==> config.mk <==
export PLATFORM = sky130hd
export DESIGN_NAME = sfcf_top
export DESIGN_NICKNAME = d
export VERILOG_FILES = /design/src/sfcf_unused_note.sv /design/src/sfcf_pkg.sv /design/src/sfcf_top.sv
export SDC_FILE = /design/constraint.sdc
export NUM_CORES = 1
export LEC_CHECK = 0
export BUFFER_PORTS_ARGS = -buffer_cell sky130_fd_sc_hd__buf_4
export CORE_UTILIZATION = 40
export DETAILED_ROUTE_END_ITERATION = 10
export HOLD_SLACK_MARGIN = 0.1
export REMOVE_ABC_BUFFERS = 1
export SYNTH_ARGS = -nofsm -noshare
export SYNTH_HDL_FRONTEND = slang
export SYNTH_HIERARCHICAL = 1
export SYNTH_SLANG_ARGS = --single-unit
==> constraint.sdc <==
create_clock -name ref_clk -period 6.8 [get_ports ref_clk]
set_input_delay 0.34 -clock ref_clk [delete_from_list [all_inputs] [get_ports ref_clk]]
set_output_delay 0.34 -clock ref_clk [all_outputs]
set_load 0.05 [all_outputs]
==> src/sfcf_unused_note.sv <==
`timescale 1ns/1ps

==> src/sfcf_pkg.sv <==
package sfcf_pkg;

    // ----------------------------------------
    // clock and timing
    // ----------------------------------------
    localparam int CLK_PERIOD_NS = 20;

    // ----------------------------------------
    // opcodes
    // ----------------------------------------
    localparam logic [7:0] OP_MAIN_READ   = 8'hd2;
    localparam logic [7:0] OP_CONT_LEGACY = 8'he8;
    localparam logic [7:0] OP_CONT_LF     = 8'h03;
    localparam logic [7:0] OP_CONT_HF     = 8'h0b;
    localparam logic [7:0] OP_BUF_READ_LF = 8'hd1;
    localparam logic [7:0] OP_BUF_READ    = 8'hd4;
    localparam logic [7:0] OP_BUF_WRITE   = 8'h84;
    localparam logic [7:0] OP_PROG_ERASE  = 8'h83;
    localparam logic [7:0] OP_PROG_NOERA  = 8'h88;
    localparam logic [7:0] OP_PAGE_ERASE  = 8'h81;
    localparam logic [7:0] OP_BLOCK_ERASE = 8'h50;
    localparam logic [7:0] OP_SECT_ERASE  = 8'h7c;
    localparam logic [7:0] OP_PROG_THRU   = 8'h82;
    localparam logic [7:0] OP_STATUS      = 8'hd7;
    localparam logic [7:0] OP_IDENT       = 8'h9f;
    localparam logic [7:0] OP_CFG_PREFIX  = 8'h3d;
    // second to fourth bytes of the multi-byte sequences
    localparam logic [23:0] SEQ_CFG_TAIL  = 24'h2a_80_a6;
    localparam logic [23:0] SEQ_CHIP_TAIL = 24'h94_80_9a;

    // ----------------------------------------
    // identification (values arbitrary)
    // ----------------------------------------
    localparam logic [7:0] ID_MANUFACTURER = 8'h5a;
    localparam logic [2:0] ID_FAMILY       = 3'h5;
    localparam logic [4:0] ID_DENSITY      = 5'h0a;
    localparam logic [2:0] ID_CELL_TECH    = 3'h2;
    localparam logic [4:0] ID_VERSION      = 5'h01;
    localparam logic [7:0] ID_EXT_LENGTH   = 8'h00;
    localparam logic [1:0] ID_LAST_INDEX   = 2'h3;

    // ----------------------------------------
    // status byte layout
    // ----------------------------------------
    localparam int         ST_READY_BIT   = 7;
    localparam int         ST_COMP_BIT    = 6;
    localparam int         ST_DENS_LSB    = 2;
    localparam int         ST_PROTECT_BIT = 1;
    localparam int         ST_PSIZE_BIT   = 0;
    localparam logic [3:0] ST_DENSITY     = 4'h7;

    typedef enum logic [1:0] {
        BUSY_ERASE    = 2'b00,
        BUSY_TRANSFER = 2'b01,
        BUSY_PROTECT  = 2'b10
    } sfcf_busy_t;

    typedef enum logic [3:0] {
        OPC_NONE       = 4'b0000,
        OPC_MAIN_READ  = 4'b0001,
        OPC_CONT_READ  = 4'b0010,
        OPC_BUF_READ   = 4'b0011,
        OPC_BUF_WRITE  = 4'b0100,
        OPC_PROG_ERASE = 4'b0101,
        OPC_PROG_NOERA = 4'b0110,
        OPC_PAGE_ERASE = 4'b0111,
        OPC_BLK_ERASE  = 4'b1000,
        OPC_SECT_ERASE = 4'b1001,
        OPC_PROG_THRU  = 4'b1010,
        OPC_CHIP_ERASE = 4'b1011
    } sfcf_op_t;

    typedef struct packed {
        sfcf_op_t op;
        logic     page_256;
    } sfcf_cmd_t;

endpackage

==> src/sfcf_top.sv <==
// Behaviour
// - page size option is one-time: starts at 264 bytes, once 256 never back.
// - page size option programmed only by exact bytes 3D, 2A, 80, A6.
// - chip select rising after that sequence starts timed program; status shows busy.
// - new 256-byte page size takes effect only after the next power cycle.
// - after opcode 9F the identification bytes follow on serial output.
// - order is manufacturer, two device bytes, then extended length byte.
// - extended length is zero and no extended data follows.
// - chip select high ends any response at once, output released.
// - device byte one is family and density; byte two cell tech and version.
// - during erase, buffer read and write, status and identification are accepted.
// - during transfer cycles only status and identification allowed; during program cycles only status.
// - read opcodes D2, E8, 03, 0B, D1, D4 decoded.
// - program and erase opcodes 84, 83, 88, 81, 50, 7C, 82 and chip erase decoded.
// - opcode D7 sends status msb first, repeated with fresh contents.
// - status bit 7 is one when ready, zero while busy.
// - status bit 0 is one for 256-byte pages, zero for 264.
`timescale 1ns/1ps

module sfcf_fifo #(
    parameter int WIDTH = 8,
    parameter int DEPTH = 32
) (
    input  wire logic             ref_clk,
    input  wire logic             resetn,
    input  wire logic             in_valid,
    output logic                  in_ready,
    input  wire logic [WIDTH-1:0] in_data,
    output logic                  out_valid,
    input  wire logic             out_ready,
    output logic      [WIDTH-1:0] out_data
);
    localparam int AW = $clog2(DEPTH);

    logic [WIDTH-1:0] mem [DEPTH];
    logic [AW:0]      wr_ptr;
    logic [AW:0]      rd_ptr;
    wire              do_wr = in_valid && in_ready;
    wire              do_rd = out_valid && out_ready;

    assign in_ready  = (wr_ptr[AW] == rd_ptr[AW]) || (wr_ptr[AW-1:0] != rd_ptr[AW-1:0]);
    assign out_valid = wr_ptr != rd_ptr;
    assign out_data  = mem[rd_ptr[AW-1:0]];

    always_ff @(posedge ref_clk) begin
        if (do_wr) begin
            mem[wr_ptr[AW-1:0]] <= in_data;
        end
    end

    always_ff @(posedge ref_clk or negedge resetn) begin
        if (!resetn) begin
            wr_ptr <= '0;
            rd_ptr <= '0;
        end else begin
            wr_ptr <= wr_ptr + (AW+1)'(do_wr);
            rd_ptr <= rd_ptr + (AW+1)'(do_rd);
        end
    end
endmodule // sfcf_fifo

module sfcf_top #(
    parameter int TP_NS = 4000000
) (
    input  wire logic                ref_clk,
    input  wire logic                resetn,
    input  wire logic                cs_n,
    input  wire logic                sck,
    input  wire logic                si,
    output logic                     so,
    output logic                     so_oe,
    input  wire logic                array_busy,
    input  wire sfcf_pkg::sfcf_busy_t busy_kind,
    input  wire logic                comp_result,
    input  wire logic                protect_on,
    input  wire logic                nv_pow2,
    output logic                     nv_pow2_write,
    output logic                     page_256,
    output logic                     busy,
    output logic                     cmd_valid,
    output sfcf_pkg::sfcf_cmd_t      cmd,
    output logic                     cmd_reject,
    output logic                     rx_valid,
    input  wire logic                rx_ready,
    output logic [7:0]               rx_data,
    output logic                     rx_overflow
);
    localparam int TP_CYCLES = TP_NS / sfcf_pkg::CLK_PERIOD_NS;

    typedef enum logic [2:0] {
        M_OPC  = 3'b000,
        M_BODY = 3'b001,
        M_TX   = 3'b010,
        M_CFG  = 3'b011,
        M_CE   = 3'b100,
        M_SKIP = 3'b101
    } sfcf_mode_t;

    // ----------------------------------------
    // pin synchronisers
    // ----------------------------------------
    logic [2:0] cs_s;
    logic [2:0] sck_s;
    logic [1:0] si_s;

    always_ff @(posedge ref_clk or negedge resetn) begin
        if (!resetn) begin
            cs_s  <= 3'h7;
            sck_s <= 3'h0;
            si_s  <= 2'h0;
        end else begin
            cs_s  <= {cs_s[1:0], cs_n};
            sck_s <= {sck_s[1:0], sck};
            si_s  <= {si_s[0], si};
        end
    end

    wire selected = !cs_s[1];
    wire cs_rise  = cs_s[1] && !cs_s[2];
    wire sck_rise = selected && sck_s[1] && !sck_s[2];
    wire sck_fall = selected && !sck_s[1] && sck_s[2];
    wire si_bit   = si_s[1];

    // ----------------------------------------
    // receive shifter
    // ----------------------------------------
    sfcf_mode_t mode;
    logic [6:0] rx_sh;
    logic [2:0] bit_cnt;
    logic [2:0] byte_cnt;
    logic [23:0] tail;
    logic       cfg_armed;
    logic       tx_status;
    logic [1:0] tx_idx;
    logic [7:0] tx_sh;
    logic [2:0] tx_cnt;
    logic [31:0] prog_cnt;
    logic       captured;

    wire       byte_done = sck_rise && (bit_cnt == 3'h7);
    wire [7:0] rx_byte   = {rx_sh, si_bit};
    wire [23:0] next_tail = {tail[15:0], rx_byte};
    wire       last_tail = byte_done && (byte_cnt == 3'h3);

    // ----------------------------------------
    // opcode decode and admission
    // ----------------------------------------
    sfcf_pkg::sfcf_op_t dec_op;

    always_comb begin
        unique case (rx_byte)
            sfcf_pkg::OP_MAIN_READ:   dec_op = sfcf_pkg::OPC_MAIN_READ;
            sfcf_pkg::OP_CONT_LEGACY,
            sfcf_pkg::OP_CONT_LF,
            sfcf_pkg::OP_CONT_HF:     dec_op = sfcf_pkg::OPC_CONT_READ;
            sfcf_pkg::OP_BUF_READ_LF,
            sfcf_pkg::OP_BUF_READ:    dec_op = sfcf_pkg::OPC_BUF_READ;
            sfcf_pkg::OP_BUF_WRITE:   dec_op = sfcf_pkg::OPC_BUF_WRITE;
            sfcf_pkg::OP_PROG_ERASE:  dec_op = sfcf_pkg::OPC_PROG_ERASE;
            sfcf_pkg::OP_PROG_NOERA:  dec_op = sfcf_pkg::OPC_PROG_NOERA;
            sfcf_pkg::OP_PAGE_ERASE:  dec_op = sfcf_pkg::OPC_PAGE_ERASE;
            sfcf_pkg::OP_BLOCK_ERASE: dec_op = sfcf_pkg::OPC_BLK_ERASE;
            sfcf_pkg::OP_PROG_THRU:   dec_op = sfcf_pkg::OPC_PROG_THRU;
            default:                  dec_op = sfcf_pkg::OPC_NONE;
        endcase
    end

    wire is_status = rx_byte == sfcf_pkg::OP_STATUS;
    wire is_ident  = rx_byte == sfcf_pkg::OP_IDENT;
    wire is_cfg    = rx_byte == sfcf_pkg::OP_CFG_PREFIX;
    wire is_sect   = rx_byte == sfcf_pkg::OP_SECT_ERASE;
    wire is_buf_rw = dec_op == sfcf_pkg::OPC_BUF_READ || dec_op == sfcf_pkg::OPC_BUF_WRITE;
    wire prog_busy = prog_cnt != 32'h0;
    wire dev_busy  = array_busy || prog_busy;
    // the option program cycle admits status reads only
    wire only_stat = prog_busy || busy_kind == sfcf_pkg::BUSY_PROTECT;
    wire allowed   = !dev_busy
                   || is_status
                   || (!only_stat && is_ident)
                   || (!only_stat && busy_kind == sfcf_pkg::BUSY_ERASE && is_buf_rw);
    wire known     = dec_op != sfcf_pkg::OPC_NONE || is_status || is_ident || is_cfg || is_sect;
    wire opc_done  = byte_done && mode == M_OPC;

    // ----------------------------------------
    // response bytes
    // ----------------------------------------
    logic [7:0] status_byte;
    logic [7:0] id_byte;

    always_comb begin
        status_byte = 8'h00;
        status_byte[sfcf_pkg::ST_READY_BIT] = !dev_busy;
        status_byte[sfcf_pkg::ST_COMP_BIT] = comp_result;
        status_byte[sfcf_pkg::ST_DENS_LSB +: 4] = sfcf_pkg::ST_DENSITY;
        status_byte[sfcf_pkg::ST_PROTECT_BIT] = protect_on;
        status_byte[sfcf_pkg::ST_PSIZE_BIT] = page_256;
    end

    wire [1:0] next_idx = (tx_idx == sfcf_pkg::ID_LAST_INDEX) ? tx_idx : tx_idx + 2'h1;

    always_comb begin
        unique case (next_idx)
            2'h0: id_byte = sfcf_pkg::ID_MANUFACTURER;
            2'h1: id_byte = {sfcf_pkg::ID_FAMILY, sfcf_pkg::ID_DENSITY};
            2'h2: id_byte = {sfcf_pkg::ID_CELL_TECH, sfcf_pkg::ID_VERSION};
            2'h3: id_byte = sfcf_pkg::ID_EXT_LENGTH;
        endcase
    end

    // after the length byte the line stays at zero, no extended data
    wire [7:0] next_tx = tx_status ? status_byte
                       : (tx_idx == sfcf_pkg::ID_LAST_INDEX) ? 8'h00 : id_byte;

    // ----------------------------------------
    // frame state
    // ----------------------------------------
    sfcf_mode_t next_mode;

    always_comb begin
        next_mode = mode;
        unique case (mode)
            M_OPC: begin
                if (byte_done) begin
                    if (!allowed || !known) begin
                        next_mode = M_SKIP;
                    end else if (is_status || is_ident) begin
                        next_mode = M_TX;
                    end else if (is_cfg) begin
                        next_mode = M_CFG;
                    end else if (is_sect) begin
                        next_mode = M_CE;
                    end else begin
                        next_mode = M_BODY;
                    end
                end
            end
            M_CFG: begin
                // any bit past the fourth byte spoils the sequence
                if (cfg_armed && sck_rise) begin
                    next_mode = M_SKIP;
                end else if (last_tail && next_tail != sfcf_pkg::SEQ_CFG_TAIL) begin
                    next_mode = M_SKIP;
                end
            end
            M_CE: begin
                if (last_tail) begin
                    next_mode = M_BODY;
                end
            end
            M_BODY, M_TX, M_SKIP: begin
                next_mode = mode;
            end
            default: begin
                next_mode = M_SKIP;
            end
        endcase
    end

    wire cfg_hit   = mode == M_CFG && last_tail && next_tail == sfcf_pkg::SEQ_CFG_TAIL;
    wire chip_hit  = next_tail == sfcf_pkg::SEQ_CHIP_TAIL;
    wire push      = byte_done && (mode == M_BODY || mode == M_CE);
    wire fifo_in_rdy;

    always_ff @(posedge ref_clk or negedge resetn) begin
        if (!resetn) begin
            mode      <= M_OPC;
            rx_sh     <= 7'h00;
            bit_cnt   <= 3'h0;
            byte_cnt  <= 3'h0;
            tail      <= 24'h0;
            cfg_armed <= 1'b0;
        end else if (!selected) begin
            mode      <= M_OPC;
            bit_cnt   <= 3'h0;
            byte_cnt  <= 3'h0;
            cfg_armed <= 1'b0;
        end else begin
            mode <= next_mode;
            if (sck_rise) begin
                rx_sh   <= rx_byte[6:0];
                bit_cnt <= bit_cnt + 3'h1;
            end
            if (byte_done && mode != M_OPC) begin
                tail <= next_tail;
            end
            if (byte_done && byte_cnt != 3'h7) begin
                byte_cnt <= byte_cnt + 3'h1;
            end
            cfg_armed <= (cfg_armed && !sck_rise) || cfg_hit;
        end
    end

    // ----------------------------------------
    // command output
    // ----------------------------------------
    always_ff @(posedge ref_clk or negedge resetn) begin
        if (!resetn) begin
            cmd_valid  <= 1'b0;
            cmd        <= '{op: sfcf_pkg::OPC_NONE, page_256: 1'b0};
            cmd_reject <= 1'b0;
        end else begin
            cmd_valid  <= 1'b0;
            cmd_reject <= opc_done && known && !allowed;
            if (opc_done && allowed && dec_op != sfcf_pkg::OPC_NONE) begin
                cmd_valid <= 1'b1;
                cmd       <= '{op: dec_op, page_256: page_256};
            end else if (mode == M_CE && last_tail) begin
                cmd_valid <= 1'b1;
                cmd       <= '{op: chip_hit ? sfcf_pkg::OPC_CHIP_ERASE
                                            : sfcf_pkg::OPC_SECT_ERASE,
                               page_256: page_256};
            end
        end
    end

    // ----------------------------------------
    // serial output, changes on falling clock
    // ----------------------------------------
    always_ff @(posedge ref_clk or negedge resetn) begin
        if (!resetn) begin
            so        <= 1'b0;
            so_oe     <= 1'b0;
            tx_sh     <= 8'h00;
            tx_cnt    <= 3'h0;
            tx_idx    <= 2'h0;
            tx_status <= 1'b0;
        end else if (!selected || mode != M_TX) begin
            so_oe  <= 1'b0;
            so     <= 1'b0;
            tx_cnt <= 3'h0;
            tx_idx <= 2'h0;
            if (opc_done) begin
                tx_status <= is_status;
                tx_sh     <= is_status ? status_byte : sfcf_pkg::ID_MANUFACTURER;
            end
        end else if (sck_fall) begin
            so_oe  <= 1'b1;
            so     <= tx_sh[7];
            tx_cnt <= tx_cnt + 3'h1;
            if (tx_cnt == 3'h7) begin
                tx_sh  <= next_tx;
                tx_idx <= next_idx;
            end else begin
                tx_sh <= {tx_sh[6:0], 1'b0};
            end
        end
    end

    // ----------------------------------------
    // page size option
    // ----------------------------------------
    always_ff @(posedge ref_clk or negedge resetn) begin
        if (!resetn) begin
            prog_cnt      <= 32'h0;
            nv_pow2_write <= 1'b0;
        end else begin
            nv_pow2_write <= prog_cnt == 32'h1;
            if (cs_rise && cfg_armed && bit_cnt == 3'h0 && !prog_busy) begin
                prog_cnt <= 32'(TP_CYCLES);
            end else if (prog_busy) begin
                prog_cnt <= prog_cnt - 32'h1;
            end
        end
    end

    // a reset stands for a power cycle, so the cell is read only once after it
    always_ff @(posedge ref_clk or negedge resetn) begin
        if (!resetn) begin
            captured <= 1'b0;
            page_256 <= 1'b0;
        end else if (!captured) begin
            captured <= 1'b1;
            page_256 <= nv_pow2;
        end
    end

    assign busy = dev_busy;

    // ----------------------------------------
    // body bytes toward the array side
    // ----------------------------------------
    always_ff @(posedge ref_clk or negedge resetn) begin
        if (!resetn) begin
            rx_overflow <= 1'b0;
        end else if (push && !fifo_in_rdy) begin
            rx_overflow <= 1'b1;
        end else if (opc_done) begin
            rx_overflow <= 1'b0;
        end
    end

    // a full buffer drops the byte: the serial host cannot be held off
    sfcf_fifo #(
        .WIDTH (8),
        .DEPTH (32)
    ) u_fifo (
        .ref_clk   (ref_clk),
        .resetn    (resetn),
        .in_valid  (push),
        .in_ready  (fifo_in_rdy),
        .in_data   (rx_byte),
        .out_valid (rx_valid),
        .out_ready (rx_ready),
        .out_data  (rx_data)
    );
endmodule // sfcf_top

==> run_results.csv <==
group,metric,value,unit
synthesis,netlist_instances,1004,
synthesis,ys_warn_count,6,
finish,antenna_cells,0,
synthesis,synth_top_cell_area_share,0.493,
clock_network,ctsHoldBuffers,5,
synthesis,synth_edf_count,256,
worst_setup_path,crit_chain,"ha_1, ha_1, nand4bb_1, nor3_1, nor2b_1, nand3_1, nor3_1",
worst_setup_path,critPathTopFamily,"simple AND/OR/NAND/NOR gates",
place,gp_congestion,0.798,
floorplanning,coreArea,38000,um^2
clock_network,htreeDepth,2,
routing,post_drt_wl_per_cell,20.9,um
worst_setup_path,crit_fanout,10,
synthesis,synth-compound-area-share,0.0609,
power,ir_drop,197,uV
finish,multi_input_area,4740,um^2
synthesis,ys_seq_elements,368,
worst_setup_path,rr_startpoint,"bit_cnt[0]",
global_routing,grt_usage,0.175,
clock_network,cts_setup_buffers,0,
clock_network,insertion_delay,0.56,ns
finish,drive_above_1_share,0.188,
clock_network,clkSlewWorstSetupHoldPaths,0.06,ns
synthesis,netlist_top_cells_area,"edfxtp_1 49%, dfrtp_1 18%, mux4_2 6.1%, mux2i_1 2.8%, mux2_2 1.8%",
sta,period_needed,4.10,ns
place,place_area,16300,um^2
finish,final.fill_count,3334,
sta,slew_headroom,0.116,
clock_network,cts_resized,0,
finish,mostFrequentLayoutCell,"edfxtp_1",
synthesis,synthAdderAreaFrac,0.0112,
global_routing,grt_pass1_wl,51.9,mm
hold_path,hp-class,"in2reg",
place,dpl.hpwl,21.1,mm
routing,drc_errors,0,
synthesis,avgSynthCellArea,15.5,um^2
global_routing,antenna_found_initial,0,
worst_setup_path,slowest_delay,1.09,ns
sta,fin_skew,0.0149,ns
clock_network,cts_inserted_buffers,39,
sta,setup_tns,0,ns
worst_setup_path,path_class,"reg2reg",
run,drv_cap,0,
worst_setup_path,cp.arrival,4.27,ns
routing,vias_per_cell,5.44,
sta,tightestPinTransition,1.32,ns
synthesis,synth-xor-area-share,0.0264,
floorplanning,die_area,39800,um^2
synthesis,async_flop_share,0.304,
worst_setup_path,critPathBufInv,0,
worst_setup_path,cp_data_required_time,6.97,ns
clock_network,cts_tree,"built",
synthesis,netlist_area,15600,um^2
routing,drt_iter0_drc,609,
worst_setup_path,rrSetupSlack,2.70,ns
place,io_buffer_count,33,
clock_network,cts_buffer_depth,3,
finish,regArea,10500,um^2
synthesis,ys_seq_area_frac,0.673,
floorplanning,start_util,0.410,
worst_setup_path,rr_worst_depth,7,
worst_setup_path,startpoint_type,"flip-flop",
sta,slew_violations,0,
synthesis,ys.flop_type,"edfxtp_1",
routing,drt_pass1_iterations,5,
synthesis,synthMuxAreaShare,0.116,
power,power_leakage,0.00649,uW
sta,rsz0062_at_grt,"false",
clock_network,cts-root-buf,"clkbuf_16",
sta,hold_viol_final,0,
worst_setup_path,rr_endpoint,"u_fifo/mem[3][4]",
floorplanning,die_h,199,um
global_routing,grt_start_max_net_pins,72,
routing,drt_wl_total,33.2,mm
sta,post-route-period-util,0.603,
worst_setup_path,crit_cells,7,
synthesis,synth_cell_types,73,
synthesis,synth_top_area_cell,"edfxtp_1",
run_status,status,"finished clean",
synthesis,synthSimpleGateAreaFrac,0.0891,
sta,max_clock_freq,0.244,GHz
worst_setup_path,crit_path_end,"u_fifo/mem[3][4]",
worst_setup_path,crit_start,"bit_cnt[0]",
finish,syn2layout_area_growth,13.2,%
global_routing,grt.overflow.total,0,
clock_network,clock_sinks,368,
routing,vias,8620,
finish,final_cell_area,17600,um^2
synthesis,synth_top_family_by_area,"multiplexers",
finish,fin_nets,1070,
floorplanning,pin_count,34,
routing,ant_nets,0,
global_routing,grt_pass1_vias,8786,
worst_setup_path,crit_path_end_kind,"flip-flop",
worst_setup_path,worst_path_max_delay_cell,"nor3_1",
floorplanning,num_rows,71,
power,power_density,368,nW/um^2
hold_path,holdPathStages,3,
finish,layout_common_cells,"256 x edfxtp_1, 107 x dfrtp_1, 62 x nor2_1",
sta,finalSetupViolCount,0,
floorplanning,die_w,199,um
how the worst min path moves through the flow:
stage	from	endpoint
floorplan	resetn	bit_cnt[0]
global placement	si_s[0]	si_s[1]
detailed placement	si_s[0]	si_s[1]
CTS	comp_result	tx_sh[6]
global route	comp_result	tx_sh[6]
finish	comp_result	tx_sh[6]
cell families (layout without fill, tap and decap cells):
| logic type | count (synthesis) | count (layout) |
|---|---|---|
| flip-flops | 368 | 368 |
| other | 1 | 1 |
| multiplexers | 117 | 117 |
| AO/OA/AOI/OAI | 132 | 132 |
| buffers and inverters | 71 | 141 |
| XOR/XNOR | 47 | 47 |
| AND/OR/NAND/NOR | 254 | 254 |
| adder cells (fa/ha/maj) | 14 | 14 |
report_power, final:
| part | internal, uW | total [uW] | switching [uW] | leakage [uW] |
|---|---|---|---|---|
| Combinational | 614 | 1660 | 1040 | 0.00205 |
| Clock | 1220 | 2100 | 885 | 0.000627 |
| Sequential | 2590 | 2720 | 129 | 0.00381 |
| Total | 4430 | 6480 | 2060 | 0.00649 |
cells in the mapped netlist, types with 6 or more instances:
| library cell | number |
|---|---|
| dfrtp_1 | 109 |
| or4_1 | 11 |
| buf_1 | 6 |
| nor2_1 | 62 |
| nor3_1 | 41 |
| buf_6 | 6 |
| edfxtp_1 | 256 |
| xor2_1 | 19 |
| nand2b_1 | 6 |
| nor2b_1 | 13 |
| ha_1 | 14 |
| a22oi_1 | 10 |
| or3_1 | 7 |
| mux4_2 | 42 |
| a31oi_1 | 7 |
| mux2i_1 | 44 |
| a21oi_1 | 41 |
| a2111oi_2 | 7 |
| nand4_1 | 10 |
| clkbuf_1 | 35 |
| inv_1 | 14 |
| nor4_1 | 15 |
| nand3_1 | 22 |
| a22o_1 | 10 |
| o221ai_1 | 8 |
| o22ai_1 | 10 |
| mux2_2 | 25 |
| o21ai_0 | 15 |
| nand2_1 | 32 |
| xnor2_1 | 28 |
tightest hold or removal path, delay by kind of cell:
| family | cells | cell delay (ns) |
|---|---|---|
| AO/OA/AOI/OAI | 2 | 0.23 |
| buffers and inverters | 1 | 0.09 |
stage by stage:
stage                     cells  power [uW]  hold slack, ns   util  setup WS, ns
after floorplan             947        3890          0.0444      -          1.83
after global placement     1509        4430           0.335  0.429          2.92
after detailed placement   1509        4450           0.337  0.429          2.81
after CTS                  1585        6570           0.127  0.464          2.77
after global routing       1585        6760           0.140  0.464          2.49
final                      1585        6480           0.148  0.464          2.70
registers in the layout, indices dropped and copies added, names as in the netlist, 2 cells and up:
name           cells
u_fifo/mem       256
prog_cnt          32
tail              16
tx_sh              8
rx_sh              7
u_fifo/rd_ptr      6
u_fifo/wr_ptr      6
cmd                5
bit_cnt            3
byte_cnt           3
cs_s               3
mode               3
sck_s              3
tx_cnt             3
si_s               2
tx_idx             2
metal layers:
layer,GRT usage,wire [um],part of all wire
met1,0.243,15300,0.46
met2,0.275,15500,0.47
met3,0.0324,1450,0.044
met4,0.0647,850,0.026
met5,0,0,0
cell type report:
type / count / area share
clock buffers: 46 / 0.0586
clock inverters: 25 / 0.0138
inverters: 14 / 0.00298
multi-input cells: 565 / 0.269
flip-flops and latches: 368 / 0.595
well taps: 511 / 0.0362
repair buffers: 56 / 0.0245
Power figures use the tool's default switching activity.
